## config.mk

```make
export PLATFORM = sky130hd
export DESIGN_NAME = cesir_regs
export DESIGN_NICKNAME = d
export VERILOG_FILES = /design/src/cesir_pkg.sv /design/src/cesir_regs.sv
export SDC_FILE = /design/constraint.sdc
export NUM_CORES = 1
export LEC_CHECK = 0
export BUFFER_PORTS_ARGS = -buffer_cell sky130_fd_sc_hd__buf_2
export CAP_MARGIN = 20
export CORE_AREA = 2 2 70 72
export DETAILED_ROUTE_END_ITERATION = 12
export DIE_AREA = 0 0 72 74
export HOLD_SLACK_MARGIN = 0.08
export PLACE_DENSITY = 0.84
export SYNTH_ARGS = -nofsm -noshare
export SYNTH_HDL_FRONTEND = slang
export SYNTH_SLANG_ARGS = --single-unit
```

## constraint.sdc

```tcl
create_clock -name i_mclk -period 4.8 [get_ports i_mclk]
set_input_delay 1.2 -clock i_mclk [delete_from_list [all_inputs] [get_ports i_mclk]]
set_output_delay 1.2 -clock i_mclk [all_outputs]
set_load 0.005 [all_outputs]
```

## src/cesir_pkg.sv

```systemverilog
// constants for the comparator event, shortcut and interrupt registers
package cesir_pkg;
	localparam int          CESIR_AW           = 12;
	localparam int          CESIR_NEV          = 4;
	localparam int          CESIR_NLINK        = 5;
	// register byte offsets
	localparam logic [11:0] CESIR_OFF_READY    = 12'h100;
	localparam logic [11:0] CESIR_OFF_DOWN     = 12'h104;
	localparam logic [11:0] CESIR_OFF_UP       = 12'h108;
	localparam logic [11:0] CESIR_OFF_ANY_CROSSING_EVENT    = 12'h10C;
	localparam logic [11:0] CESIR_OFF_LINKS    = 12'h200;
	localparam logic [11:0] CESIR_OFF_IEN      = 12'h300;
	localparam logic [11:0] CESIR_OFF_IEN_SET  = 12'h304;
	localparam logic [11:0] CESIR_OFF_IEN_CLR  = 12'h308;
	localparam logic [11:0] CESIR_OFF_STATUS   = 12'h310;
	// event bit positions, shared by flags, enables and status
	localparam int          CESIR_EV_READY     = 0;
	localparam int          CESIR_EV_DOWN      = 1;
	localparam int          CESIR_EV_UP        = 2;
	localparam int          CESIR_EV_ANY_CROSSING_EVENT     = 3;
	// link bit positions
	localparam int          CESIR_LK_RDY_SMP   = 0;
	localparam int          CESIR_LK_RDY_HALT  = 1;
	localparam int          CESIR_LK_DOWN_HALT = 2;
	localparam int          CESIR_LK_UP_HALT   = 3;
	localparam int          CESIR_LK_ANY_HALT  = 4;
	// reset values
	localparam logic [3:0]  CESIR_RST_FLAGS    = 4'h0;
	localparam logic [4:0]  CESIR_RST_LINKS    = 5'h00;
	localparam logic [3:0]  CESIR_RST_IEN      = 4'h0;
	localparam logic [31:0] CESIR_RST_RDATA    = 32'h00000000;
	localparam logic [1:0]  CESIR_HRESP_OKAY   = 2'h0;
endpackage : cesir_pkg

```

## src/cesir_regs.sv

```systemverilog
// comparator event flags, event-to-task links and interrupt enables
//
// Summary of operation
// - crossing flag at 0x10C, set on crossings
// - link register 0x200, five enable bits
// - ready event triggers sample when linked
// - ready event triggers stop when linked
// - downward crossing triggers stop when linked
// - upward crossing triggers stop when linked
// - any crossing triggers stop when linked
// - interrupt enable register 0x300, four bits
// - writing one at 0x304 sets enables
// - reading 0x304 returns the enable state
// - writing one at 0x308 clears enables
// - ready event raised when comparator output valid
//
// Implementation choice: the AHB-Lite interface to the registers.
`timescale 1ns/1ps
module cesir_regs (
	input  wire logic                      i_mclk,
	input  wire logic                      i_reset_n,
	input  wire logic                      i_hsel,
	input  wire logic [cesir_pkg::CESIR_AW-1:0] i_haddr,
	input  wire logic [1:0]                i_htrans,
	input  wire logic                      i_hwrite,
	input  wire logic [2:0]                i_hsize,
	input  wire logic [31:0]               i_hwdata,
	input  wire logic                      i_hready,
	output logic                           o_hreadyout,
	output logic [31:0]                    o_hrdata,
	output logic [1:0]                     o_hresp,
	input  wire logic                      i_cmp_ready,
	input  wire logic                      i_cmp_down,
	input  wire logic                      i_cmp_up,
	input  wire logic                      i_cmp_any_crossing_event,
	output logic                           o_task_sample,
	output logic                           o_task_stop,
	output logic                           o_irq
);
	import cesir_pkg::*;

	// comparator indications come from the analog side
	logic [CESIR_NEV-1:0] raw;
	logic [CESIR_NEV-1:0] sync1_reg;
	logic [CESIR_NEV-1:0] sync2_reg;
	logic [CESIR_NEV-1:0] prev_reg;
	logic [CESIR_NEV-1:0] edge_ev;
	logic [CESIR_NEV-1:0] ev;

	assign raw = {i_cmp_any_crossing_event, i_cmp_up, i_cmp_down, i_cmp_ready};

	genvar gi;
	generate
		for (gi = 0; gi < CESIR_NEV; gi++) begin : g_sync
			always_ff @(posedge i_mclk) begin
				if (!i_reset_n) begin
					sync1_reg[gi] <= 1'b0;
					sync2_reg[gi] <= 1'b0;
					prev_reg[gi]  <= 1'b0;
				end else begin
					sync1_reg[gi] <= raw[gi];
					sync2_reg[gi] <= sync1_reg[gi];
					prev_reg[gi]  <= sync2_reg[gi];
				end
			end
			assign edge_ev[gi] = sync2_reg[gi] & ~prev_reg[gi];
		end
	endgenerate

	// a crossing either way also counts as a crossing event
	always_comb begin
		ev                 = edge_ev;
		ev[CESIR_EV_ANY_CROSSING_EVENT] = edge_ev[CESIR_EV_ANY_CROSSING_EVENT]
			| edge_ev[CESIR_EV_DOWN] | edge_ev[CESIR_EV_UP];
	end

	// bus slave
	logic                 rd_req;
	logic                 wr_req;
	logic                 stall;
	logic                 wr_pend_reg;
	logic                 wr_pend_next;
	logic [CESIR_AW-1:0]  wr_addr_reg;
	logic [CESIR_AW-1:0]  wr_addr_next;
	logic [31:0]          rdata_reg;
	logic [31:0]          rdata_next;
	logic                 commit;

	// a read right behind a write waits one cycle so it sees the new value
	assign stall  = wr_pend_reg & i_hsel & i_htrans[1] & ~i_hwrite;
	assign rd_req = i_hsel & i_htrans[1] & i_hready & ~i_hwrite & ~stall;
	assign wr_req = i_hsel & i_htrans[1] & i_hready & i_hwrite;
	assign commit = wr_pend_reg;

	assign o_hreadyout = ~stall;
	assign o_hresp     = CESIR_HRESP_OKAY;
	assign o_hrdata    = rdata_reg;

	// register state
	logic [CESIR_NEV-1:0]   flag_reg;
	logic [CESIR_NEV-1:0]   flag_next;
	logic [CESIR_NLINK-1:0] link_reg;
	logic [CESIR_NLINK-1:0] link_next;
	logic [CESIR_NEV-1:0]   ien_reg;
	logic [CESIR_NEV-1:0]   ien_next;
	logic                   smp_reg;
	logic                   smp_next;
	logic                   halt_reg;
	logic                   halt_next;
	logic                   irq_reg;
	logic                   irq_next;
	logic [CESIR_NEV-1:0]   clr;
	logic [CESIR_NEV-1:0]   wd;

	assign wd = i_hwdata[CESIR_NEV-1:0];

	always_comb begin
		wr_pend_next = wr_req;
		wr_addr_next = wr_req ? i_haddr : wr_addr_reg;
		rdata_next   = rdata_reg;
		if (rd_req) begin
			rdata_next = CESIR_RST_RDATA;
			case ({i_haddr[CESIR_AW-1:2], 2'b00})
				CESIR_OFF_READY: rdata_next[0] = flag_reg[CESIR_EV_READY];
				CESIR_OFF_DOWN:  rdata_next[0] = flag_reg[CESIR_EV_DOWN];
				CESIR_OFF_UP:    rdata_next[0] = flag_reg[CESIR_EV_UP];
				CESIR_OFF_ANY_CROSSING_EVENT: rdata_next[0] = flag_reg[CESIR_EV_ANY_CROSSING_EVENT];
				CESIR_OFF_LINKS: rdata_next[CESIR_NLINK-1:0] = link_reg;
				CESIR_OFF_IEN:     rdata_next[CESIR_NEV-1:0] = ien_reg;
				CESIR_OFF_IEN_SET: rdata_next[CESIR_NEV-1:0] = ien_reg;
				CESIR_OFF_IEN_CLR: rdata_next[CESIR_NEV-1:0] = ien_reg;
				CESIR_OFF_STATUS:  rdata_next[CESIR_NEV-1:0] = flag_reg;
				default: rdata_next = CESIR_RST_RDATA;
			endcase
		end
	end

	always_comb begin
		clr       = '0;
		link_next = link_reg;
		ien_next  = ien_reg;
		if (commit) begin
			case ({wr_addr_reg[CESIR_AW-1:2], 2'b00})
				CESIR_OFF_READY: clr[CESIR_EV_READY] = ~i_hwdata[0];
				CESIR_OFF_DOWN:  clr[CESIR_EV_DOWN]  = ~i_hwdata[0];
				CESIR_OFF_UP:    clr[CESIR_EV_UP]    = ~i_hwdata[0];
				CESIR_OFF_ANY_CROSSING_EVENT: clr[CESIR_EV_ANY_CROSSING_EVENT] = ~i_hwdata[0];
				CESIR_OFF_LINKS: link_next = i_hwdata[CESIR_NLINK-1:0];
				CESIR_OFF_IEN:     ien_next = wd;
				CESIR_OFF_IEN_SET: ien_next = ien_reg | wd;
				CESIR_OFF_IEN_CLR: ien_next = ien_reg & ~wd;
				CESIR_OFF_STATUS:  clr = wd;
				default: clr = '0;
			endcase
		end
		// a new event in the clearing cycle is kept
		flag_next = ev | (flag_reg & ~clr);
		smp_next  = link_reg[CESIR_LK_RDY_SMP] & ev[CESIR_EV_READY];
		halt_next = (link_reg[CESIR_LK_RDY_HALT] & ev[CESIR_EV_READY])
			| (link_reg[CESIR_LK_DOWN_HALT] & ev[CESIR_EV_DOWN])
			| (link_reg[CESIR_LK_UP_HALT] & ev[CESIR_EV_UP])
			| (link_reg[CESIR_LK_ANY_HALT] & ev[CESIR_EV_ANY_CROSSING_EVENT]);
		irq_next  = |(flag_next & ien_next);
	end

	always_ff @(posedge i_mclk) begin
		if (!i_reset_n) begin
			wr_pend_reg <= 1'b0;
			wr_addr_reg <= '0;
			rdata_reg   <= CESIR_RST_RDATA;
			flag_reg    <= CESIR_RST_FLAGS;
			link_reg    <= CESIR_RST_LINKS;
			ien_reg     <= CESIR_RST_IEN;
			smp_reg     <= 1'b0;
			halt_reg    <= 1'b0;
			irq_reg     <= 1'b0;
		end else begin
			wr_pend_reg <= wr_pend_next;
			wr_addr_reg <= wr_addr_next;
			rdata_reg   <= rdata_next;
			flag_reg    <= flag_next;
			link_reg    <= link_next;
			ien_reg     <= ien_next;
			smp_reg     <= smp_next;
			halt_reg    <= halt_next;
			irq_reg     <= irq_next;
		end
	end

	assign o_task_sample = smp_reg;
	assign o_task_stop   = halt_reg;
	assign o_irq         = irq_reg;
endmodule : cesir_regs

```

==> out/qor_table.md, run 1 <==
| Stage | Quantity | Value |
|:---|:---|:---|
| synth | Post-synthesis compound-gate area fraction | 16.26% |
| synth | Async set-reset flop share out of synthesis | 0% |
| sta | Tcrit/Tclk final | 60.73% |
| setup path | Startpoint types | input pin |
| grt | GRT Util Overall | 16.80% |
| synth | Count of different cell masters after synthesis | 47 |
| clock tree | Number of H-tree levels | 2 |
| synth | Top cells by area in the synthesized netlist | dfxtp_1 (41%), buf_4 (10%), nand2_1 (5.4%) |
| pwr | Relative contribution of the clock network to total power | 39.6% |
| synth | Mean cell area of the mapped netlist | 8.819 um^2 |
| grt | Initial antenna violation count | 0 |
| floorplanning | Row cnt | 25 |
| clock tree | Quantity of hold-fixing buffers added after cts | 0 |
| pwr | Tot Pwr | 0.7239 mW |
| synth | Mux cell area share after synthesis | 3.345% |
| final layout | Post-layout utilization of the core | 51.05% |
| sta | Rel. slew slack | 40.85% |
| setup path | Origin of the critical flop-to-flop path | wr_addr_reg[8] |
| pwr | Logic gate share of total power | 7.7% |
| synth | Post-Synthesis Cells | 246 |
| sta | Number of endpoints failing setup at the final stage | 0 |
| detailed routing | Violation count after the first detailed-routing iteration | 169 |
| sta | Hold violation total from the final report | 0 |
| clock tree | Clock transition time at the flip-flop clock pins of the worst setup and hold paths | 0.09 ns |
| synth | Post-synthesis share of cell area spent on xor and xnor gates | 0% |
| placement | Placed Cells incl. Taps | 320 |
| detailed routing | Number of vias per cell after detailed routing | 5.445 |
| synth | Count of warnings emitted by yosys | 0 |
| grt | Met1 demand-to-capacity share in global routing | 21.15% |
| detailed routing | Antenna-violating nets left | 0 |
| grt | Layer carrying the most global-route usage | met2 |
| grt | Global routing met3 resource utilization | 3.523% |
| sta | Setup repair after global routing missed its margin | false |
| pwr | Switch share | 23.76% |
| grt | Largest net degree at the start of global routing | 30 |
| pwr | VDD IR-drop max | 0.1552 mV |
| grt | Vias in the first global route | 1531 |
| placement | Number of I/O port buffers | 33 |
| clock tree | Worst-skew pair later-pin latency | 0.30 ns |
| final layout | Commonest cells after routing, fill and taps aside | dfxtp_1 (44), buf_2 (33), nand2_1 (31) |
| floorplanning | Boundary Pins | 96 |
| pwr | Pleak | 0.9250 nW |
| sta | Highest Clock Rate | 0.3430 GHz |
| clock tree | TritonCTS clock tree | done |
| clock tree | Post-CTS Resized | 0 |
| setup path | Worst Setup EP | o_hrdata[2] |
| detailed routing | Drt total wl | 4.333 mm |
| setup path | Critical path origin | i_haddr[10] |
| clock tree | Largest buffer count on any clock path | 2 |
| placement | Routability-driven placement congestion ratio | 0.8032 |
| pwr | Pwr per Cell Area | 308.4 nW/um^2 |
| synth | Post-Synth Adder-Cell Area | 0% |
| sta | Slew of the pin with the lowest slew margin | 0.8862 ns |
| floorplanning | Starting Density | 47.18% |
| synth | Cell area after synthesis | 2170 um^2 |
| floorplanning | Floorplan die width | 72 um |
| synth | Count of flip-flops with a built-in enable after synthesis | 0 |
| detailed routing | Routed wirelength normalized by instance count | 13.21 um |
| final layout | Area Growth Syn to Fin | 8.189% |
| sta | Slew Viols, Final | 0 |
| synth | Predominant post-synthesis flop cell | dfxtp_1 |
| floorplanning | Area of the core | 4598 um^2 |
| grt | Met2 routing resource usage after global routing | 27.88% |
| final layout | Max FFs per register | 10 |
| clock tree | Num Clock Sinks | 44 |
| pwr | Switching Power | 0.1720 mW |
| pwr | Share of power burned in registers | 52.7% |
| synth | Flip-flop and latch count after synthesis | 44 |
| synth | Fraction of the yosys area taken by sequential cells | 40.60% |
| setup path | R2R cell count | 5 |
| run status | Status | finished clean |
| sta | Setup total negative slack | 0 ns |
| final layout | Non-filler instance count after layout | 328 |
| placement | Detailed-placement wirelength estimate | 3.257 mm |
| hold path | Hold/Removal Path Class | reg -> reg |
| setup path | Crit. End Element | register |
| synth | Main combinational cell family by area after synthesis | simple AND/OR/NAND/NOR gates |
| grt | Global-route congestion overflow total | 0 |
| detailed routing | First-pass iteration count of the detailed router | 5 |
| setup path | Critical path required time | 5.00 ns |
| clock tree | Cts bufs inserted | 5 |
| final layout | Antenna diode count | 0 |
| floorplanning | Die height | 74 um |
| synth | Simple-gate share of the synthesized area | 25.72% |
| run | MaxCap Viol Count | 0 |
| final layout | Share of layout cells above drive strength 1 | 18.25% |
| detailed routing | Total number of vias | 1786 |
| setup path | Crit Path Max Fanout | 5 |
| synth | Share of the synthesized area in the top cell type | 40.60% |
| grt | First-pass GRT wire length | 6.941 mm |
| clock tree | CTS Root Buffer Type | clkbuf_8 |
| synth | Dominant cell type by area after synthesis | dfxtp_1 |
| pwr | Internal power component | 0.5519 mW |
| final layout | Layout Nets | 331 |
| placement | Worst setup slack after placement | 1.588 ns |
| final layout | Commonest non-fill, non-tap cell in the layout | dfxtp_1 |
| sta | Final critical-path setup slack | 1.885 ns |
| detailed routing | Number of remaining DRC errors | 0 |
| sta | Final critical-path required period | 2.915 ns |
| floorplanning | Total Die Area | 5328 um^2 |
| setup path | Capture instance of the worst register-to-register path | o_irq |
| clock tree | Number of buffers added for setup after CTS | 0 |
| setup path | Data arrival time of the critical path | 3.12 ns |
| setup path | Kind of critical path | in -> reg |
| setup path | Register-to-register setup slack | 2.81 ns |
| sta | Maximum clock skew at final layout | 0.003288 ns |
power groups by stage:
stage                     sequential (mW)  clock (mW)  combinational [mW]
after global placement              0.390           0              0.0537
final                               0.382       0.286              0.0557
after detailed placement            0.390           0              0.0546
after CTS                           0.381       0.290              0.0549
after floorplan                     0.387           0              0.0522
after global routing                0.383       0.308              0.0623
layout make-up:
type	instances	area [um^2]
fillers	418	2251
well taps	54	67.56
flip-flops and latches	44	880.8
multi-input cells	183	1092
repair buffers	34	172.7
clock inverters	3	46.29
inverters	5	18.77
clock buffers	5	68.82
stage by stage:
step | cell area, um^2 | hold slack (ns)
after floorplan | 2275 | 0.4119
after global placement | 2232 | 0.4132
after detailed placement | 2232 | 0.4184
after CTS | 2347 | 0.4389
after global routing | 2347 | 0.4572
final | 2347 | 0.4378
cells in the mapped netlist (2+ instances only):
library cell and n:
a21oi_1 20, a221oi_1 3, a222oi_1 4, a311oi_1 4, a32oi_1 2, and2_1 13, and3_1 4, and3b_1 2
and4b_1 3, buf_4 29, clkbuf_1 11, dfxtp_1 44, inv_1 4, mux2i_1 5, nand2_1 31, nand3_1 5
nand4_1 6, nor2_1 16, nor2b_1 5, nor3_1 4, nor3b_1 2, nor4b_1 2, nor4bb_1 2, o2111ai_1 2
kinds of logic after synthesis:
group	count (synthesis)
AOI/OAI and AO/OA	46
DFF	44
other	1
buffers and inverters	47
muxes	6
and+or+nand+nor	102
critical path, cell delays in order:
cell       delay (ns)
buf_2            0.10
or4_4            0.53
or3b_4           0.42
a2111oi_4        0.44
o31ai_2          0.14
a221oi_1         0.28
routing by layer:
layer / routed length [um] / up-vias
met3: 274 / 9
met1: 1861 / 827
met2: 2087 / 75
met5: 0 / -
met4: 110 / 0
li1: - / 875
worst min path at each step:
stage | slack [ns] | start | endpoint | cells past startpoint
finish | 0.44 | sync1_reg[3] | sync2_reg[3] | 1
global route | 0.46 | sync1_reg[3] | sync2_reg[3] | 1
CTS | 0.44 | sync1_reg[3] | sync2_reg[3] | 1
detailed placement | 0.42 | sync1_reg[3] | sync2_reg[3] | 1
global placement | 0.41 | sync1_reg[1] | sync2_reg[1] | 1
floorplan | 0.41 | sync1_reg[0] | sync2_reg[0] | 1
Power figures use the tool's default switching activity.
==> run 2, diff against run 1 <==
Settings changed: ABC_AREA set to 1, CORE_AREA 2 2 70 72 to 2 2 74 76, DIE_AREA 0 0 72 74 to 0 0 76 78, PLACE_DENSITY 0.84 to 0.82.
Clock period 4.8 ns to 2.7 ns, I/O delays scaled along.
==> run 2 against run 1 <==
  * Worst setup slack got worse by 0.92 ns
  * Core utilization rose by 0.66 points
  * Global-route usage rose by 0.090 points
  * Combinational power rose by 120%
  * Critical endpoint is now o_hreadyout
==> out/qor_table.md, run 2 <==
| Stage | Quantity | Value | Change |
|:---|:---|:---|:---|
| run status | Status | finished clean |  |
| final layout | Fill cell count | 501 | +20% |
| detailed routing | Total number of vias | 2070 | +16% |
| clock tree | Post-CTS Resized | 0 | unchanged |
| final layout | Area Growth Syn to Fin | 9.053% |  |
| final layout | Area taken by flip-flops and latches | 880.8 um^2 | unchanged |
| final layout | Non-filler instance count after layout | 451 | +38% |
| pwr | Pleak | 1.292 nW | +40% |
| setup path | Capture instance of the worst register-to-register path | o_irq |  |
| sta | Slew of the pin with the lowest slew margin | 0.5186 ns | -0.3676 ns |
| detailed routing | First-pass iteration count of the detailed router | 5 | unchanged |
| final layout | Max FFs per register | 10 | unchanged |
| grt | GRT Util Overall | 16.89% | +0.090 points |
| setup path | Dominant delay contributor by cell family on the critical path | buffers and inverters |  |
| synth | Dominant cell type by area after synthesis | dfxtp_1 |  |
| synth | Top cells by area in the synthesized netlist | dfxtp_1 (37%), nand2_1 (12%), buf_4 (9.1%) |  |
| setup path | Data arrival time of the critical path | 1.06 ns | -2.06 ns |
| hold path | Hold Path Depth | 2 | +1 |
| setup path | Sum of buffers and inverters on the critical path | 3 | +2 |
| setup path | Origin of the critical flop-to-flop path | wr_addr_reg[10] |  |
| detailed routing | Number of vias per cell after detailed routing | 4.590 | -16% |
| detailed routing | Routed wirelength normalized by instance count | 10.39 um | -21% |
| clock tree | Cts bufs inserted | 5 | unchanged |
| setup path | Crit. End Element | primary output |  |
| pwr | Pwr per Cell Area | 458.8 nW/um^2 | +49% |
| detailed routing | Antenna-violating nets left | 0 | unchanged |
| pwr | Tot Pwr | 1.196 mW | +65% |
| floorplanning | Area of the core | 5042 um^2 | +9.7% |
| setup path | Crit Path Max Fanout | 2 | -3 |
| clock tree | Clock transition time at the flip-flop clock pins of the worst setup and hold paths | 0.08 ns | about the same |
| setup path | Most common cell type on the critical path | buf_2 |  |
| placement | Number of I/O port buffers | 33 | unchanged |
| synth | Most used standard cells in the synthesized netlist | nand2_1 (78), inv_1 (48), dfxtp_1 (44) |  |
| pwr | Switching Power | 0.3112 mW | +81% |
| final layout | Area of the multi-input gates | 1157 um^2 | +6.0% |
| grt | Global-route congestion overflow total | 0 | unchanged |
| grt | First-pass GRT wire length | 8.155 mm | +17% |
| clock tree | Number of H-tree levels | 2 | unchanged |
| pwr | Internal power component | 0.8851 mW | +60% |
| setup path | Critical path required time | 2.03 ns | -2.97 ns |
| setup path | Slowest library cell on the worst path | buf_2 |  |
| synth | Top-count cell post-synth | nand2_1 |  |
| synth | Count of warnings emitted by yosys | 0 | unchanged |
| setup path | Startpoint types | input pin |  |
| sta | Final critical-path required period | 1.737 ns |  |
| clock tree | TritonCTS clock tree | done |  |
| setup path | Register-to-register setup slack | 1.12 ns | -1.69 ns |
| sta | Tcrit/Tclk final | 64.32% |  |
| synth | Mean cell area of the mapped netlist | 6.951 um^2 | -21% |
| synth | Count of different cell masters after synthesis | 30 | -36% |
| sta | Highest Clock Rate | 0.5758 GHz |  |
| detailed routing | Violation count after the first detailed-routing iteration | 74 | -56% |
| sta | Setup total negative slack | 0 ns | unchanged |
| hold path | Hold Startpoint | sync1_reg[1] |  |
| setup path | Crit path cell chain | buf_2 -> inv_1 -> nand4_1 -> buf_2 |  |
| placement | Routability-driven placement congestion ratio | 0.8959 | +12% |
| setup path | Maximum cell stage delay along the critical path | 0.14 ns | -0.39 ns |
| floorplanning | Die height | 78 um | +5.4% |
| placement | Placed Cells incl. Taps | 443 | +38% |
| hold path | Worst-case hold path end point | sync2_reg[1] |  |
| pwr | VDD IR-drop max | 0.4323 mV | +180% |
| sta | Number of endpoints failing setup at the final stage | 0 | unchanged |
| synth | Flip-flop and latch count after synthesis | 44 | unchanged |
| synth | Count of flip-flops with a built-in enable after synthesis | 0 | unchanged |
| synth | Fraction of the yosys area taken by sequential cells | 36.84% | -3.8 points |
| run | MaxCap Viol Count | 0 | unchanged |
| pwr | Switch share | 26.02% | +2.3 points |
| floorplanning | Floorplan die width | 76 um | +5.6% |
| synth | Post-Synthesis Cells | 344 | +40% |
| clock tree | Quantity of hold-fixing buffers added after cts | 0 | unchanged |
| pwr | Share of power burned in registers | 56.4% | +3.7 points |
| synth | Predominant post-synthesis flop cell | dfxtp_1 |  |
| floorplanning | Row cnt | 26 | +4.0% |
| placement | Detailed-placement wirelength estimate | 3.721 mm | +14% |
| final layout | Layout Nets | 438 | +32% |
| clock tree | Number of buffers added for setup after CTS | 0 | unchanged |
| sta | Setup repair after global routing missed its margin | false |  |
| clock tree | CTS Root Buffer Type | clkbuf_8 |  |
| clock tree | Largest buffer count on any clock path | 2 | unchanged |
| sta | Rel. slew slack | 65.17% | +24 points |
| pwr | Logic gate share of total power | 10.4% | +2.7 points |
| setup path | R2R cell count | 12 | +7 |
| sta | Maximum clock skew at final layout | 0.007492 ns | +0.004203 ns |
| detailed routing | Drt total wl | 4.687 mm | +8.2% |
| hold path | Hold/Removal Path Class | reg -> reg |  |
| clock tree | Num Clock Sinks | 44 | unchanged |
| synth | Cell area after synthesis | 2391 um^2 | +10% |
| floorplanning | Total Die Area | 5928 um^2 | +11% |
| floorplanning | Boundary Pins | 96 | unchanged |
| final layout | Share of layout cells above drive strength 1 | 18.37% | +0.12 points |
| clock tree | Worst-skew pair later-pin latency | 0.30 ns | about the same |
| final layout | Commonest non-fill, non-tap cell in the layout | nand2_1 |  |
| synth | Async set-reset flop share out of synthesis | 0% | unchanged |
| sta | Slew Viols, Final | 0 | unchanged |
| final layout | Commonest cells after routing, fill and taps aside | nand2_1 (78), inv_1 (48), dfxtp_1 (44) |  |
| pwr | Relative contribution of the clock network to total power | 33.2% | -6.4 points |
| sta | Hold violation total from the final report | 0 | unchanged |
| floorplanning | Starting Density | 47.42% | +0.24 points |
| final layout | Antenna diode count | 0 | unchanged |
| setup path | Kind of critical path | in -> out |  |
| grt | Vias in the first global route | 1944 | +27% |
| grt | Largest net degree at the start of global routing | 19 | -37% |
| synth | Share of the synthesized area in the top cell type | 36.84% | -3.8 points |
| grt | Initial antenna violation count | 0 | unchanged |
| detailed routing | Number of remaining DRC errors | 0 | unchanged |
==> run 2: kinds of logic after synthesis <==
group,share of synthesized area (%)
flip-flops,36.84
AND/OR/NAND/NOR,32.18
buffers and inverters,19.15
other,0.1568
AO/OA/AOI/OAI,11.67
==> run 2: metrics by stage <==
step | util, % | worst slack, ns | instance area, um^2 | hold slack (ns)
CTS | 51.71 | 0.9685 | 2608 | 0.4221
finish | 51.71 | 0.9633 | 2608 | 0.4194
floorplan | - | 1.067 | 2496 | 0.3905
global placement | 49.98 | 0.6733 | 2520 | 0.3938
detailed placement | 49.98 | 0.6616 | 2520 | 0.4018
global route | 51.71 | 0.7643 | 2608 | 0.4451
==> run 2: cell type report <==
type | instances | area share (%)
Multi-Input combinational cell | 238 | 44.39
Tap cell | 70 | 3.359
Clock inverter | 3 | 0.7198
Clock buffer | 5 | 2.639
Sequential cell | 44 | 33.78
Inverter | 55 | 7.917
Timing Repair Buffer | 36 | 7.198
==> run 2: metal layers <==
metal  share of wire [%]  track usage [%]  vias up
met5                   0                0        -
met4                 1.7            6.364        0
li1                    -                -     1097
met1                  45            20.19      905
met2                  48            30.09       60
met3                 5.1            3.256        8
==> run 2: worst register-to-register path, delay by kind of cell (launching register included) <==
family | cells | cell delay [ns]
AND/OR/NAND/NOR | 12 | 1.16
flip-flops | 1 | 0.32
==> run 2: how the worst max path moves through the flow <==
| stage | startpoint | to | slack, ns | cells past startpoint |
|---|---|---|---|---|
| 6_report | i_hwrite | o_hreadyout | 0.96 | 4 |
| 5_1_grt | i_hwdata[0] | o_irq | 0.76 | 13 |
| 4_1_cts | i_hwrite | o_hreadyout | 0.97 | 4 |
| 3_5_place_dp | i_hwdata[0] | o_irq | 0.66 | 13 |
| 3_3_place_gp | i_hwdata[0] | o_irq | 0.67 | 13 |
| 2_1_floorplan | i_hready | o_hrdata[0] | 1.07 | 5 |
==> run 2: power groups by stage <==
stage                     Combinational, mW  Sequential, mW  Clock (mW)
after floorplan                       0.112           0.688           0
after global placement                0.120           0.689           0
after detailed placement              0.123           0.690           0
after CTS                             0.124           0.675       0.406
after global routing                  0.141           0.677       0.429
final                                 0.124           0.675       0.397
==> run 3, diff against run 2 <==
Settings changed: ABC_AREA 1 to 0, CORE_AREA 2 2 74 76 to 2 2 71 73, DIE_AREA 0 0 76 78 to 0 0 73 75.
Clock period 2.7 ns to 1.75 ns, I/O delays scaled along.
==> run 3 against run 2 <==
  * The run now ends with setup timing left
  * Cell area increased by 1.1%
  * Worst setup slack got worse by 1.2 ns
  * Clock power increased by 57%
  * Critical endpoint is now o_hrdata[2]
  * Non-clock buffer count increased by 32
  * Die area decreased by 7.6%
  * Largest power group unchanged
  * Register-to-register slack got worse by 1.2 ns
==> out/qor_table.md, run 3 (synthesis results as in run 1) <==
| Stage | Quantity | Value | Change |
|:---|:---|:---|:---|
| run status | Status | finished, violations left |  |
| run status | Violated checks | setup timing |  |
| final layout | Share of layout cells above drive strength 1 | 29.97% | +12 points |
| sta | Hold violation total from the final report | 0 | unchanged |
| pwr | Pwr per Cell Area | 711.2 nW/um^2 | +55% |
| pwr | Pleak | 1.090 nW | -16% |
| sta | Setup total negative slack | -1.003 ns | -1.003 ns |
| detailed routing | Number of vias per cell after detailed routing | 5.399 | +18% |
| grt | Layer carrying the most global-route usage | met2 |  |
| clock tree | Number of H-tree levels | 2 | unchanged |
| clock tree | Worst-skew pair later-pin latency | 0.30 ns | about the same |
| setup path | Critical path required time | 1.96 ns | -0.07 ns |
| clock tree | Num Clock Sinks | 44 | unchanged |
| setup path | Maximum cell stage delay along the critical path | 0.52 ns | +0.38 ns |
| clock tree | Largest buffer count on any clock path | 2 | unchanged |
| final layout | Layout Nets | 365 | -17% |
| clock tree | TritonCTS clock tree | done |  |
| grt | GRT Util Overall | 19.01% | +2.1 points |
| sta | Hold slack | 0.3447 ns | -0.07463 ns |
| setup path | Crit path cell chain | buf_6 -> or4_4 -> or3b_4 -> a2111oi_4 -> buf_4 -> nand2_1 -> a221oi_2 |  |
| sta | Final critical-path setup slack | -0.2487 ns | -1.212 ns |
| grt | Vias in the first global route | 1748 | -10% |
| grt | Met1 demand-to-capacity share in global routing | 24.06% | +3.9 points |
| detailed routing | Violation count after the first detailed-routing iteration | 158 | +110% |
| hold path | Hold/Removal Path Class | in -> reg |  |
| floorplanning | Starting Density | 46.55% | -0.87 points |
| floorplanning | Floorplan die width | 73 um | -3.9% |
| pwr | VDD IR-drop max | 0.5227 mV | +21% |
| detailed routing | Total number of vias | 1949 | -5.8% |
| setup path | Crit Path Max Fanout | 4 | +2 |
| grt | Global routing met3 resource utilization | 3.481% | +0.22 points |
| sta | Slew Viols, Final | 0 | unchanged |
| placement | Routability-driven placement congestion ratio | 0.8700 | -2.9% |
| placement | Number of I/O port buffers | 33 | unchanged |
| sta | Slew of the pin with the lowest slew margin | 0.5122 ns | -0.006438 ns |
| grt | Met2 routing resource usage after global routing | 31.73% | +1.6 points |
| detailed routing | Drt total wl | 5.103 mm | +8.9% |
| sta | Rel. slew slack | 65.75% | +0.59 points |
| setup path | Register-to-register setup slack | -0.09 ns | -1.21 ns |
| detailed routing | Number of remaining DRC errors | 0 | unchanged |
| placement | Post-detailed-placement cell area | 2505 um^2 | -0.60% |
| setup path | Data arrival time of the critical path | 2.21 ns | +1.15 ns |
| grt | Initial antenna violation count | 0 | unchanged |
| placement | Worst setup slack after placement | -0.7088 ns | -1.370 ns |
| clock tree | Quantity of hold-fixing buffers added after cts | 0 | unchanged |
| final layout | Commonest non-fill, non-tap cell in the layout | dfxtp_1 |  |
| final layout | Commonest cells after routing, fill and taps aside | dfxtp_1 (44), buf_4 (34), buf_2 (32) |  |
| clock tree | Clock transition time at the flip-flop clock pins of the worst setup and hold paths | 0.08 ns | about the same |
| final layout | Antenna diode count | 0 | unchanged |
| sta | Setup repair after global routing missed its margin | true |  |
| detailed routing | Antenna-violating nets left | 0 | unchanged |
| grt | First-pass GRT wire length | 7.886 mm | -3.3% |
| setup path | Slowest library cell on the worst path | or4_4 |  |
| setup path | Kind of critical path | in -> reg |  |
| grt | Global-route congestion overflow total | 0 | unchanged |
| sta | Final critical-path required period | 1.999 ns |  |
| floorplanning | Area of the core | 4661 um^2 | -7.6% |
| run | MaxCap Viol Count | 0 | unchanged |
| setup path | Crit. End Element | register |  |
| floorplanning | Die height | 75 um | -3.8% |
| final layout | Fill cell count | 423 | -16% |
| final layout | Max FFs per register | 10 | unchanged |
| floorplanning | Total Die Area | 5475 um^2 | -7.6% |
| clock tree | Cts bufs inserted | 5 | unchanged |
| sta | Number of endpoints failing setup at the final stage | 5 | +5 |
| detailed routing | First-pass iteration count of the detailed router | 5 | unchanged |
| floorplanning | Boundary Pins | 96 | unchanged |
| clock tree | CTS Root Buffer Type | clkbuf_8 |  |
| detailed routing | Routed wirelength normalized by instance count | 14.14 um | +36% |
| final layout | Area Growth Syn to Fin | 21.51% |  |
| grt | Largest net degree at the start of global routing | 30 | +11 |
| setup path | Startpoint types | input pin |  |
| sta | Highest Clock Rate | 0.5003 GHz |  |
| placement | Detailed-placement wirelength estimate | 3.757 mm | +0.98% |
| final layout | Post-route design area | 2636 um^2 | +1.1% |
| sta | Maximum clock skew at final layout | 0.01129 ns | +0.003794 ns |
| floorplanning | Row cnt | 25 | -3.8% |
| sta | Tcrit/Tclk final | 114.2% |  |
-- run 3: metal layers --
metal  share of wire [%]  up-vias
met3                 5.8       16
li1                    -      944
met1                  42      907
met5                   0        -
met2                  49       82
met4                 2.6        0
-- run 3: cell type report --
class	count	area (um^2)	area share, %
clock inverter	2	12.51	0.4746
tap	54	67.56	2.563
sequential	44	880.8	33.41
multi-input combinational	183	1141	43.28
timing repair buffer	68	446.7	16.94
inverter	5	18.77	0.7119
clock buffer	5	68.82	2.610
-- run 3: worst paths after layout --
kind	to	depth (start not counted)	start
setup / recovery	o_hrdata[2]	7	i_haddr[10]
hold / removal	sync1_reg[3]	2	i_cmp_any_crossing_event
setup reg to reg	o_irq	5	commit
hold reg to reg	sync2_reg[0]	1	sync1_reg[0]
-- run 3: through the flow --
step           std cells  total power [mW]  utilization [%]
4_1_cts              361             1.878            56.54
2_1_floorplan        274             1.207                -
3_5_place_dp         353             1.267            53.75
3_3_place_gp         353             1.262            53.75
6_report             361             1.875            56.56
5_1_grt              361             1.942            56.56
-- run 3: report_power, final --
group	total [mW]	switching [mW]	internal [mW]
clock	0.624	0.354	0.271
combinational	0.205	0.110	0.0946
sequential	1.05	0.0187	1.03
total	1.88	0.482	1.39
-- run 3: repair_timing --
item | CTS | global route
pin swaps | 3 | 1
buffers inserted | 1 | 0
gates resized for setup | 8 | 1
endpoints found under the setup margin | 5 | 7
-- run 3: critical path: cells and delay by family --
kind                   cells  cell delay [ns]
buffers and inverters      2             0.29
AND/OR/NAND/NOR            3             1.01
AO/OA/AOI/OAI              2             0.48
